`src/common/pdm_pkg.sv`:
```
// Constants shared by the power-down mode controller and its bench.
// Assumes a single 200 MHz APB clock domain.
package pdm_pkg;
    localparam int CLK_MHZ = 200;
    localparam logic [5:0] CODE_NONE = 6'h00;
    localparam logic [5:0] CODE_LIGHT_EN = 6'h09;
    localparam logic [5:0] CODE_LIGHT_ANY = 6'h11;
    localparam logic [5:0] CODE_CLK_HALT = 6'h1a;
    localparam logic [5:0] CODE_PLL_STOP = 6'h1c;
    localparam int FIELD_LSB = 10;
    localparam int FIELD_MSB = 15;
    localparam logic [3:0] ENTRY_DELAY = 4'h9;
    localparam int LOCK_TIME_US = 75;
    localparam int LOCK_CYCLES = LOCK_TIME_US * CLK_MHZ;
    localparam logic [11:0] ADDR_CTRL = 12'h000;
    localparam logic [11:0] ADDR_STATUS = 12'h004;
    localparam logic [11:0] ADDR_IRQEN = 12'h008;
    localparam logic [11:0] ADDR_EMUCFG = 12'h00c;
    localparam logic [31:0] CTRL_RESET = 32'h0000_0000;
    localparam logic [15:0] IRQEN_RESET = 16'h0000;
    typedef enum logic [4:0] {
        ST_RUN = 5'b00001,
        ST_ARM = 5'b00010,
        ST_LIGHT = 5'b00100,
        ST_DEEP = 5'b01000,
        ST_LOCK = 5'b10000
    } pd_state_t;
endpackage

```
`src/hw/sync2.sv`:
```
// Two-flop level synchroniser for a pin entering the pclk domain.
// Assumes the input is a slowly changing level.
`timescale 1ns/1ps
module sync2 (
    input wire logic clk,
    input wire logic rst_n,
    input wire logic din,
    output logic dout
);
    logic meta_reg;
    always_ff @(posedge clk or negedge rst_n) begin
        if (!rst_n) begin
            meta_reg <= 1'b0;
            dout <= 1'b0;
        end else begin
            meta_reg <= din;
            dout <= meta_reg;
        end
    end
endmodule // sync2

```
`src/hw/emul_cfg_latch.sv`:
```
// Catches the emulation configuration pins on the test reset rising edge.
// Assumes inputs already synchronised to pclk.
`timescale 1ns/1ps
module emul_cfg_latch (
    input wire logic pclk,
    input wire logic presetn,
    input wire logic test_rst_n_s,
    input wire logic cfg_hi_s,
    input wire logic cfg_lo_s,
    output logic [1:0] cfg_mode,
    output logic cfg_valid
);
    logic trst_d_reg;
    wire trst_rise = test_rst_n_s && !trst_d_reg;
    always_ff @(posedge pclk or negedge presetn) begin
        if (!presetn) begin
            trst_d_reg <= 1'b0;
            cfg_mode <= 2'h0;
            cfg_valid <= 1'b0;
        end else begin
            trst_d_reg <= test_rst_n_s;
            if (trst_rise) begin
                cfg_mode <= {cfg_hi_s, cfg_lo_s};
                cfg_valid <= 1'b1;
            end else if (!test_rst_n_s) begin
                cfg_valid <= 1'b0;
            end
        end
    end
endmodule // emul_cfg_latch

```
`src/hw/power_down_mode_control.sv`:
```
// Power-down mode controller with an APB register slave.
// Assumes pins are asynchronous and the CPU obeys halt and resume outputs.
//
// The address map and the APB slave port were chosen for this implementation.
`timescale 1ns/1ps
module power_down_mode_control
    import pdm_pkg::*;
#(
    parameter int LOCK_WAIT = LOCK_CYCLES
) (
    input wire logic pclk,
    input wire logic presetn,
    input wire logic psel,
    input wire logic penable,
    input wire logic pwrite,
    input wire logic [11:0] paddr,
    input wire logic [31:0] pwdata,
    output logic [31:0] prdata,
    output logic pready,
    output logic pslverr,
    input wire logic [15:0] irq_pending,
    input wire logic emu_attached,
    input wire logic emu_run_cmd,
    input wire logic test_rst_n,
    input wire logic emul_config_pin_hi,
    input wire logic emul_config_pin_lo,
    input wire logic pll_locked,
    output logic cpu_clk_gate,
    output logic cpu_halt,
    output logic irq_service,
    output logic resume,
    output logic transfer_controller_en,
    output logic clock_tree_halt,
    output logic pll_ref_stop,
    output logic io_freeze,
    output logic emu_spin_idle,
    output logic idcode_variant_valid,
    output logic [1:0] emul_mode
);
    logic emu_s, run_s, trst_s, hi_s, lo_s, lock_s;
    logic [31:0] ctrl_reg, ctrl_next;
    logic [15:0] irqen_reg;
    logic [3:0] delay_reg, delay_next;
    logic [31:0] lock_cnt_reg, lock_cnt_next;
    logic after_stop_reg;
    logic cfg_valid;
    logic [1:0] cfg_mode;
    pd_state_t state_reg, state_next;

    sync2 u_sync_emu (.clk(pclk), .rst_n(presetn), .din(emu_attached), .dout(emu_s));
    sync2 u_sync_run (.clk(pclk), .rst_n(presetn), .din(emu_run_cmd), .dout(run_s));
    sync2 u_sync_trst (.clk(pclk), .rst_n(presetn), .din(test_rst_n), .dout(trst_s));
    sync2 u_sync_hi (.clk(pclk), .rst_n(presetn), .din(emul_config_pin_hi), .dout(hi_s));
    sync2 u_sync_lo (.clk(pclk), .rst_n(presetn), .din(emul_config_pin_lo), .dout(lo_s));
    sync2 u_sync_lock (.clk(pclk), .rst_n(presetn), .din(pll_locked), .dout(lock_s));

    emul_cfg_latch u_cfg (
        .pclk(pclk),
        .presetn(presetn),
        .test_rst_n_s(trst_s),
        .cfg_hi_s(hi_s),
        .cfg_lo_s(lo_s),
        .cfg_mode(cfg_mode),
        .cfg_valid(cfg_valid)
    );

    // Global enable is bit 0 of the control word, the NMI enable bit 1 of the irq enable word.
    wire [5:0] sleep_select_field = ctrl_reg[FIELD_MSB:FIELD_LSB];
    wire global_irq_enable = ctrl_reg[0];
    wire nmi_enable_bit = irqen_reg[1];
    wire is_light = (sleep_select_field == CODE_LIGHT_EN) || (sleep_select_field == CODE_LIGHT_ANY);
    wire is_deep = (sleep_select_field == CODE_CLK_HALT) || (sleep_select_field == CODE_PLL_STOP);
    wire any_mode = (is_light || is_deep) && !emu_s;
    wire light_sleep = (state_reg == ST_LIGHT);
    wire any_irq = |irq_pending;
    wire en_irq = |(irq_pending & irqen_reg);
    wire wake_any = (sleep_select_field == CODE_LIGHT_ANY) && any_irq;
    wire wake = en_irq || wake_any;
    wire do_isr = en_irq && global_irq_enable && nmi_enable_bit;

    wire apb_setup = psel && !penable;
    wire apb_acc = psel && penable;
    wire wr_ctrl = apb_acc && pwrite && (paddr == ADDR_CTRL);
    wire wr_irqen = apb_acc && pwrite && (paddr == ADDR_IRQEN);
    wire addr_ok = (paddr == ADDR_CTRL) || (paddr == ADDR_STATUS) || (paddr == ADDR_IRQEN) ||
                   (paddr == ADDR_EMUCFG);
    wire [31:0] status_word = {27'h0, state_reg};
    wire [31:0] rd_mux = (paddr == ADDR_CTRL) ? ctrl_reg :
                         (paddr == ADDR_STATUS) ? status_word :
                         (paddr == ADDR_IRQEN) ? {16'h0, irqen_reg} :
                         (paddr == ADDR_EMUCFG) ? {29'h0, cfg_valid, cfg_mode} : 32'h0;

    always_comb begin
        state_next = state_reg;
        ctrl_next = ctrl_reg;
        delay_next = delay_reg;
        lock_cnt_next = lock_cnt_reg;
        if (wr_ctrl) begin
            ctrl_next = pwdata;
        end
        unique case (state_reg)
            ST_RUN: begin
                if (any_mode) begin
                    state_next = ST_ARM;
                    delay_next = ENTRY_DELAY;
                end
            end
            ST_ARM: begin
                if (!any_mode) begin
                    state_next = ST_RUN;
                end else if (delay_reg <= 4'h1) begin
                    state_next = is_deep ? ST_DEEP : ST_LIGHT;
                end else begin
                    delay_next = delay_reg - 4'h1;
                end
            end
            ST_LIGHT: begin
                if (wake || !any_mode) begin
                    state_next = ST_RUN;
                    ctrl_next[FIELD_MSB:FIELD_LSB] = CODE_NONE;
                end
            end
            ST_DEEP: begin
                state_next = ST_DEEP;
            end
            ST_LOCK: begin
                if (lock_s && lock_cnt_reg >= LOCK_WAIT - 1) begin
                    state_next = ST_RUN;
                end else begin
                    lock_cnt_next = lock_cnt_reg + 32'h1;
                end
            end
        endcase
        if (state_reg == ST_DEEP) begin
            ctrl_next = ctrl_reg;
        end
    end

    always_ff @(posedge pclk or negedge presetn) begin
        if (!presetn) begin
            state_reg <= ST_LOCK;
            ctrl_reg <= CTRL_RESET;
            irqen_reg <= IRQEN_RESET;
            delay_reg <= 4'h0;
            lock_cnt_reg <= 32'h0;
        end else begin
            state_reg <= state_next;
            ctrl_reg <= ctrl_next;
            delay_reg <= delay_next;
            lock_cnt_reg <= lock_cnt_next;
            if (wr_irqen) begin
                irqen_reg <= pwdata[15:0];
            end
        end
    end

    // Only reset passes the lock wait (ST_LOCK); a prior PLL-input stop sets after_stop_reg, which nothing reads, so it does not stretch it.
    always_ff @(posedge pclk or negedge presetn) begin
        if (!presetn) begin
            after_stop_reg <= 1'b0;
        end else if (state_reg == ST_DEEP && sleep_select_field == CODE_PLL_STOP) begin
            after_stop_reg <= 1'b1;
        end else if (state_reg == ST_RUN) begin
            after_stop_reg <= 1'b0;
        end
    end

    always_ff @(posedge pclk or negedge presetn) begin
        if (!presetn) begin
            prdata <= 32'h0;
            pready <= 1'b0;
            pslverr <= 1'b0;
            cpu_clk_gate <= 1'b0;
            cpu_halt <= 1'b1;
            irq_service <= 1'b0;
            resume <= 1'b0;
            transfer_controller_en <= 1'b0;
            clock_tree_halt <= 1'b0;
            pll_ref_stop <= 1'b0;
            io_freeze <= 1'b0;
            emu_spin_idle <= 1'b0;
            idcode_variant_valid <= 1'b0;
            emul_mode <= 2'h0;
        end else begin
            pready <= apb_setup;
            pslverr <= apb_setup && !addr_ok;
            prdata <= (apb_setup && !pwrite) ? rd_mux : 32'h0;
            cpu_clk_gate <= (state_next == ST_LIGHT) || (state_next == ST_DEEP);
            cpu_halt <= (state_next != ST_RUN) && (state_next != ST_ARM);
            irq_service <= light_sleep && wake && do_isr;
            resume <= light_sleep && (wake || !any_mode);
            transfer_controller_en <= (state_next != ST_DEEP) && (state_next != ST_LOCK);
            clock_tree_halt <= (state_next == ST_DEEP);
            pll_ref_stop <= (state_next == ST_DEEP) && (sleep_select_field == CODE_PLL_STOP);
            io_freeze <= (state_next == ST_DEEP);
            emu_spin_idle <= (state_next == ST_DEEP) && run_s;
            idcode_variant_valid <= 1'b1;
            emul_mode <= cfg_mode;
        end
    end
endmodule // power_down_mode_control

```
`config.mk`:
```
export PLATFORM = sky130hd
export DESIGN_NAME = power_down_mode_control
export DESIGN_NICKNAME = d
export VERILOG_FILES = /design/src/common/pdm_pkg.sv /design/src/hw/sync2.sv /design/src/hw/emul_cfg_latch.sv /design/src/hw/power_down_mode_control.sv
export SDC_FILE = /design/constraint.sdc
export NUM_CORES = 1
export LEC_CHECK = 0
export BUFFER_PORTS_ARGS = -buffer_cell sky130_fd_sc_hd__clkbuf_2
export CORE_ASPECT_RATIO = 0.9
export CORE_MARGIN = 8
export CORE_UTILIZATION = 45
export CTS_BUF_LIST = sky130_fd_sc_hd__clkbuf_4 sky130_fd_sc_hd__clkbuf_8 sky130_fd_sc_hd__clkbuf_16
export CTS_CLUSTER_DIAMETER = 120
export DETAILED_ROUTE_END_ITERATION = 6
export GPL_TIMING_DRIVEN = 0
export PLACE_DENSITY = 0.69
export SYNTH_ARGS = -nofsm -noshare
export SYNTH_HDL_FRONTEND = slang
export SYNTH_SLANG_ARGS = --single-unit
```
`constraint.sdc`:
```
create_clock -name pclk -period 5.9 [get_ports pclk]
set_input_delay 0.295 -clock pclk [delete_from_list [all_inputs] [get_ports pclk]]
set_output_delay 0.295 -clock pclk [all_outputs]
set_load 0.02 [all_outputs]
```
==> results.cfg, run 1 <==
[outcome]
outcome = finished, final reports clean

[setup_path]
rr_endpoint = cpu_halt
cpPeakStageDelay_ns = 0.55
worstPathArrival_ns = 3.08
crit_type = reg2reg
required_ns = 6.24
cp_max_fo = 8
cp_top_family = simple AND/OR/NAND/NOR gates
r2r_setup_slack_ns = 3.16
path_buf_inv = 0
crit_cells = 7
cp-start-kind = register
end_kind = register
crit_chain = or2_0 -> or4_4 -> nand2_2 -> a31oi_2 -> or3_1 -> xnor2_1 -> or4_1
cpMaxStageDelayCell = or4_4
reg2regPathDepth = 7
crit-reg2reg-launch = ctrl_reg[15]

[placement]
portBuffers = 115
gp_congestion = 0.869
place_hpwl_microns = 10700

[cts]
tritoncts = done
clk_pin_slew_ns = 0.06
htree_num_levels = 4
clock_latency_ns = 0.43
cts_sinks = 150
cts_root_buffer = clkbuf_16
cts-buffers-inserted = 17
postCtsSetupBuffers = 0
cts.path.max_buffers = 2

[timing]
final_hold_viol_count = 0
tns_ns = 0
setup_violations = 0
tightest_slew_ns = 0.767
min_period_over_period_pct = 46.5
layout_min_cycle_time_ns = 2.74
skew_ns = 0.0108
slew_headroom_pct = 48.8
slew_viol_final = 0
max_freq_mhz = 365
rsz0062_at_grt = no

[synth]
synth_cell_types = 57
syn_area_per_cell_sq_um = 12.1
synth_seq_area_share_pct = 60.2
synth_area_sq_um = 6240
syn_inst = 514
synth_edf_count = 0
synth_ff_type = dfrtp_1
ys.warnings.count = 0
ys_ff_latch = 150
synth_nets = 588
synth_async_sr_flop_share_pct = 100

[global_routing]
met2_usage_pct = 27.4
overflow = 0
grt_use_met1_pct = 20.3
grt_util_met3_pct = 7.11
grt_max_degree = 100
grt_first_pass_wirelength_microns = 24100
grt_pass1_vias = 4827
antenna_found_initial = 0
busiest_layer = met2
grt_usage_pct = 17.1

[power]
power_density_nw_per_um2 = 282
peakVddDrop_uv = 209
leakage_nw = 3.85
power_mw = 2.18

[detailed_routing]
drc = 0
initialDrtViolationCount = 321
wire_per_inst_microns = 17.2
routed_wl_microns = 14400
ant_nets = 0
vias = 4458
vias_per_cell = 5.33
firstDrtPassIters = 7

[floorplanning]
die_w_microns = 140
core_sq_um = 13500
start_util_pct = 46.3
ios = 117
rows = 40
dieArea_sq_um = 17900
die_y_microns = 128

[worst_hold_path]
min_path_type = in2reg
min_path_cells = 2
hold_end = pready
hold_path.startpoint = penable

[cells_and_area]
drive_gt1_share_pct = 31.1
nNetsFinal = 730
fin_util_pct = 57.3
syn_to_final_growth_pct = 23.7
diodes = 0

[run]
cap_violations = 0
per-layer routing:
layer / routed length (microns) / vias to the layer above
li1: - / 2089
met1: 6240 / 2222
met2: 6860 / 131
met3: 1120 / 16
met4: 199 / 0
met5: 0 / -
worst max-delay path by stage:
stage                      start           end  slack (ns)
CTS                 ctrl_reg[15]      cpu_halt        3.17
detailed placement      paddr[7]  ctrl_reg[26]        3.17
global route        ctrl_reg[15]      cpu_halt        3.03
global placement         presetn    prdata[15]        2.10
floorplan           ctrl_reg[15]      cpu_halt        3.42
finish              ctrl_reg[15]      cpu_halt        3.16
layout by cell type (no fill, tap or decap), types with 13 or more instances in the layout:
cell type | netlist | routed
dfrtp_1 | 148 | 148
clkbuf_2 | 0 | 114
nor2_1 | 54 | 54
mux2_2 | 44 | 44
nand2_1 | 28 | 28
xnor2_1 | 23 | 23
and2_1 | 21 | 21
clkbuf_16 | 0 | 17
nand3_1 | 14 | 14
xor2_1 | 13 | 13
a22oi_1 | 13 | 13
timing repair:
| item | in CTS | in global routing |
|---|---|---|
| hold buffers | 7 | 0 |
| resized for setup | 0 | 0 |
| endpoints found under the hold margin | 56 | 0 |
synthesized netlist by cell type (2+ instances only):
| cell type | n | area (sq um) |
|---|---|---|
| dfrtp_1 | 148 | 3700 |
| nor2_1 | 54 | 203 |
| mux2_2 | 44 | 495 |
| nand2_1 | 28 | 105 |
| xnor2_1 | 23 | 201 |
| and2_1 | 21 | 131 |
| nand3_1 | 14 | 70.1 |
| a22oi_1 | 13 | 97.6 |
| xor2_1 | 13 | 114 |
| and3_1 | 12 | 75.1 |
| clkbuf_1 | 12 | 45.0 |
| nor4_1 | 12 | 75.1 |
| nand4_1 | 11 | 68.8 |
| inv_1 | 10 | 37.5 |
| a21oi_1 | 9 | 45.0 |
| mux2i_1 | 9 | 90.1 |
| nand2b_1 | 6 | 37.5 |
| nor2b_1 | 6 | 37.5 |
| o21ai_0 | 6 | 30.0 |
| nor3_1 | 5 | 25.0 |
| a221oi_1 | 4 | 35.0 |
| a22o_1 | 4 | 35.0 |
| and4_1 | 4 | 35.0 |
| nand3b_1 | 4 | 30.0 |
| ha_1 | 3 | 37.5 |
| a2111oi_0 | 2 | 17.5 |
| a211oi_1 | 2 | 15.0 |
| buf_1 | 2 | 7.51 |
| dfstp_2 | 2 | 52.6 |
| nor4b_1 | 2 | 17.5 |
| o211ai_1 | 2 | 15.0 |
| or2_2 | 2 | 12.5 |
worst register-to-register path: cells and delay by family (launching register included):
family | cells | cell delay [ns]
XOR/XNOR | 1 | 0.14
AND/OR/NAND/NOR | 5 | 1.86
AO/OA/AOI/OAI | 1 | 0.22
flip-flops | 1 | 0.44
cell type report:
cell class              count  area [sq um]
repair buffers            123           682
clock inverters             9           103
inverters                  10          37.5
plain buffers              16          65.1
clock buffers              23           483
multi-input cells         338          2380
well taps                 168           210
fillers                  1123          5750
flip-flops and latches    150          3760
metrics by stage:
| step | setup WS (ns) | instance area (sq um) | instances | hold slack (ns) |
|---|---|---|---|---|
| 6_report | 3.16 | 7710 | 837 | 0.0619 |
| 5_1_grt | 3.03 | 7710 | 837 | 0.0499 |
| 4_1_cts | 3.17 | 7710 | 837 | 0.0423 |
| 3_5_place_dp | 3.17 | 7060 | 798 | 0.278 |
| 3_3_place_gp | 2.10 | 7020 | 797 | 0.333 |
| 2_1_floorplan | 3.42 | 6240 | 514 | -0.000591 |
power by group:
| group | internal [mW] | switching (mW) | total [mW] |
|---|---|---|---|
| clock | 0.659 | 0.401 | 1.06 |
| combinational | 0.0302 | 0.0434 | 0.0736 |
| sequential | 1.04 | 0.00508 | 1.04 |
| total | 1.73 | 0.449 | 2.18 |
cell families (layout without fill, tap and decap cells):
| kind of cell | count (synthesis) | after routing | share of synthesized area [%] |
|---|---|---|---|
| and+or+nand+nor | 193 | 193 | 16.5 |
| other | 1 | 1 | 0.0601 |
| DFF | 150 | 150 | 60.2 |
| muxes | 53 | 53 | 9.39 |
| buffers and inverters | 26 | 181 | 1.65 |
| AOI/OAI and AO/OA | 52 | 52 | 6.52 |
| xor gates and xnor gates | 36 | 36 | 5.06 |
| adders and majority gates | 3 | 3 | 0.602 |
No activity file was read; power rests on OpenSTA's default activity.
==> inputs of run 2 (changes only) <==
==> constraint.sdc (replaced) <==
create_clock -name pclk -period 2.6 [get_ports pclk]
set_input_delay 0.13 -clock pclk [delete_from_list [all_inputs] [get_ports pclk]]
set_output_delay 0.13 -clock pclk [all_outputs]
set_load 0.02 [all_outputs]
==> results.cfg, run 2 (synthesis gave the netlist of run 1 again) <==
[outcome]
outcome = finished, final reports clean

[cells_and_area]
final_common_cell = dfrtp_1
nNetsFinal = 765
diodes = 0
syn_to_final_growth_pct = 29.9
drive_gt1_share_pct = 30.4
fin_util_pct = 60.1
post_layout_nonfiller_instances = 872
layout_common_cells = dfrtp_1 (147), clkbuf_2 (114), nor2_1 (54)
nFillCells = 1060

[detailed_routing]
vias_per_cell = 5.28
routed_wl_microns = 15200
drc = 0
firstDrtPassIters = 5
wire_per_inst_microns = 17.5
vias = 4601
initialDrtViolationCount = 303
ant_nets = 0

[power]
power_density_nw_per_um2 = 616
power_mw = 4.99
peakVddDrop_uv = 460
leakage_nw = 4.00

[floorplanning]
die_w_microns = 140
die_y_microns = 128
core_sq_um = 13500
start_util_pct = 46.3
ios = 117
dieArea_sq_um = 17900
rows = 40

[global_routing]
grt_pass1_vias = 5080
overflow = 0
grt_first_pass_wirelength_microns = 25300
antenna_found_initial = 0
grt_usage_pct = 18.0
grt_max_degree = 100

[placement]
gp_congestion = 0.869
portBuffers = 115
dp_cells = 798
pre_cts_ws_ns = -0.132
place_hpwl_microns = 10700

[timing]
slew_viol_final = 0
max_freq_mhz = 398
slew_headroom_pct = 47.9
fin_ws_ns = 0.0848
setup_violations = 0
final_hold_viol_count = 0
layout_min_cycle_time_ns = 2.52
tns_ns = 0
tightest_slew_ns = 0.782
min_period_over_period_pct = 96.7
skew_ns = 0.00914

[setup_path]
cp-start-kind = register
end_kind = register
cpMaxStageDelayCell = or4_4
cpPeakStageDelay_ns = 0.56
r2r_setup_slack_ns = 0.08
crit_chain = or2_1 -> or4_4 -> nand2_4 -> a31oi_4 -> or3_4 -> xnor2_1 -> or4_1
path_buf_inv = 0
crit_type = reg2reg
cp_max_fo = 7
required_ns = 2.94
cp_top_family = simple AND/OR/NAND/NOR gates
worstPathArrival_ns = 2.85

[worst_hold_path]
min_path_type = in2reg

[cts]
cts.path.max_buffers = 2
cts_root_buffer = clkbuf_16
clk_pin_slew_ns = 0.06
cts-buffers-inserted = 17
clock_latency_ns = 0.43
tritoncts = done
htree_num_levels = 4
cts_sinks = 150

[run]
cap_violations = 0
-- run 2: cell count changes in the layout (fill, tap and decap cells not counted), moves of 2 or more --
cell	change
buf_4	+2
o21ai_0	-2
dlygate4sd3_1	+34
o21ai_1	+2
-- run 2: layer usage --
layer  GRT usage, %  vias up  share of wire, %
li1               -     2160                 -
met1           20.9     2300                42
met2           29.8      121                49
met3           6.89       20               7.2
met4           7.14        0               1.7
met5              0        -                 0
-- run 2: worst paths after layout --
check / startpoint / end / depth (start not counted)
hold / removal: paddr[3] / prdata[0] / 4
min in group asynchronous: presetn / ctrl_reg[20] / 2
hold reg to reg: u_sync_run.meta_reg / u_sync_run.dout / 0
max in group asynchronous: presetn / ctrl_reg[15] / 3
setup reg to reg: ctrl_reg[15] / cpu_halt / 7
setup / recovery: ctrl_reg[15] / cpu_halt / 7
-- run 2: layout make-up --
type / count / area (sq um) / share of cell area (%)
sequential: 150 / 3760 / 46.4
multi-input combinational: 338 / 2410 / 29.7
clock buffer: 23 / 483 / 5.96
buffer: 15 / 61.3 / 0.757
tap: 168 / 210 / 2.60
clock inverter: 9 / 103 / 1.27
timing repair buffer: 159 / 1040 / 12.8
inverter: 10 / 37.5 / 0.464
-- run 2: through the flow --
stage / area [sq um] / hold slack (ns)
floorplan: 6240 / -0.166
detailed placement: 7060 / 0.113
global placement: 7020 / 0.238
finish: 8100 / 0.102
CTS: 8070 / 0.0695
global route: 8100 / 0.130
-- run 2: timing repair --
item | 4_1_cts | 5_1_grt
endpoints found under the hold margin | 106 | 0
cloned | 0 | 0
hold buffers | 41 | 0
buffers inserted | 0 | 2
pin swaps | 0 | 2
gates resized for setup | 3 | 8
endpoints found under the setup margin | 1 | 13
-- run 2: report_power, final --
part           switching [mW]  internal, mW
clock                   0.911          1.50
sequential             0.0117          2.36
combinational           0.109         0.102
-- run 2: worst register-to-register path: stages (launching register included) --
cell and delay (ns):
dfrtp_2 0.45, or2_1 0.25, or4_4 0.56, nand2_4 0.13
a31oi_4 0.09, or3_4 0.42, xnor2_1 0.13, or4_1 0.41
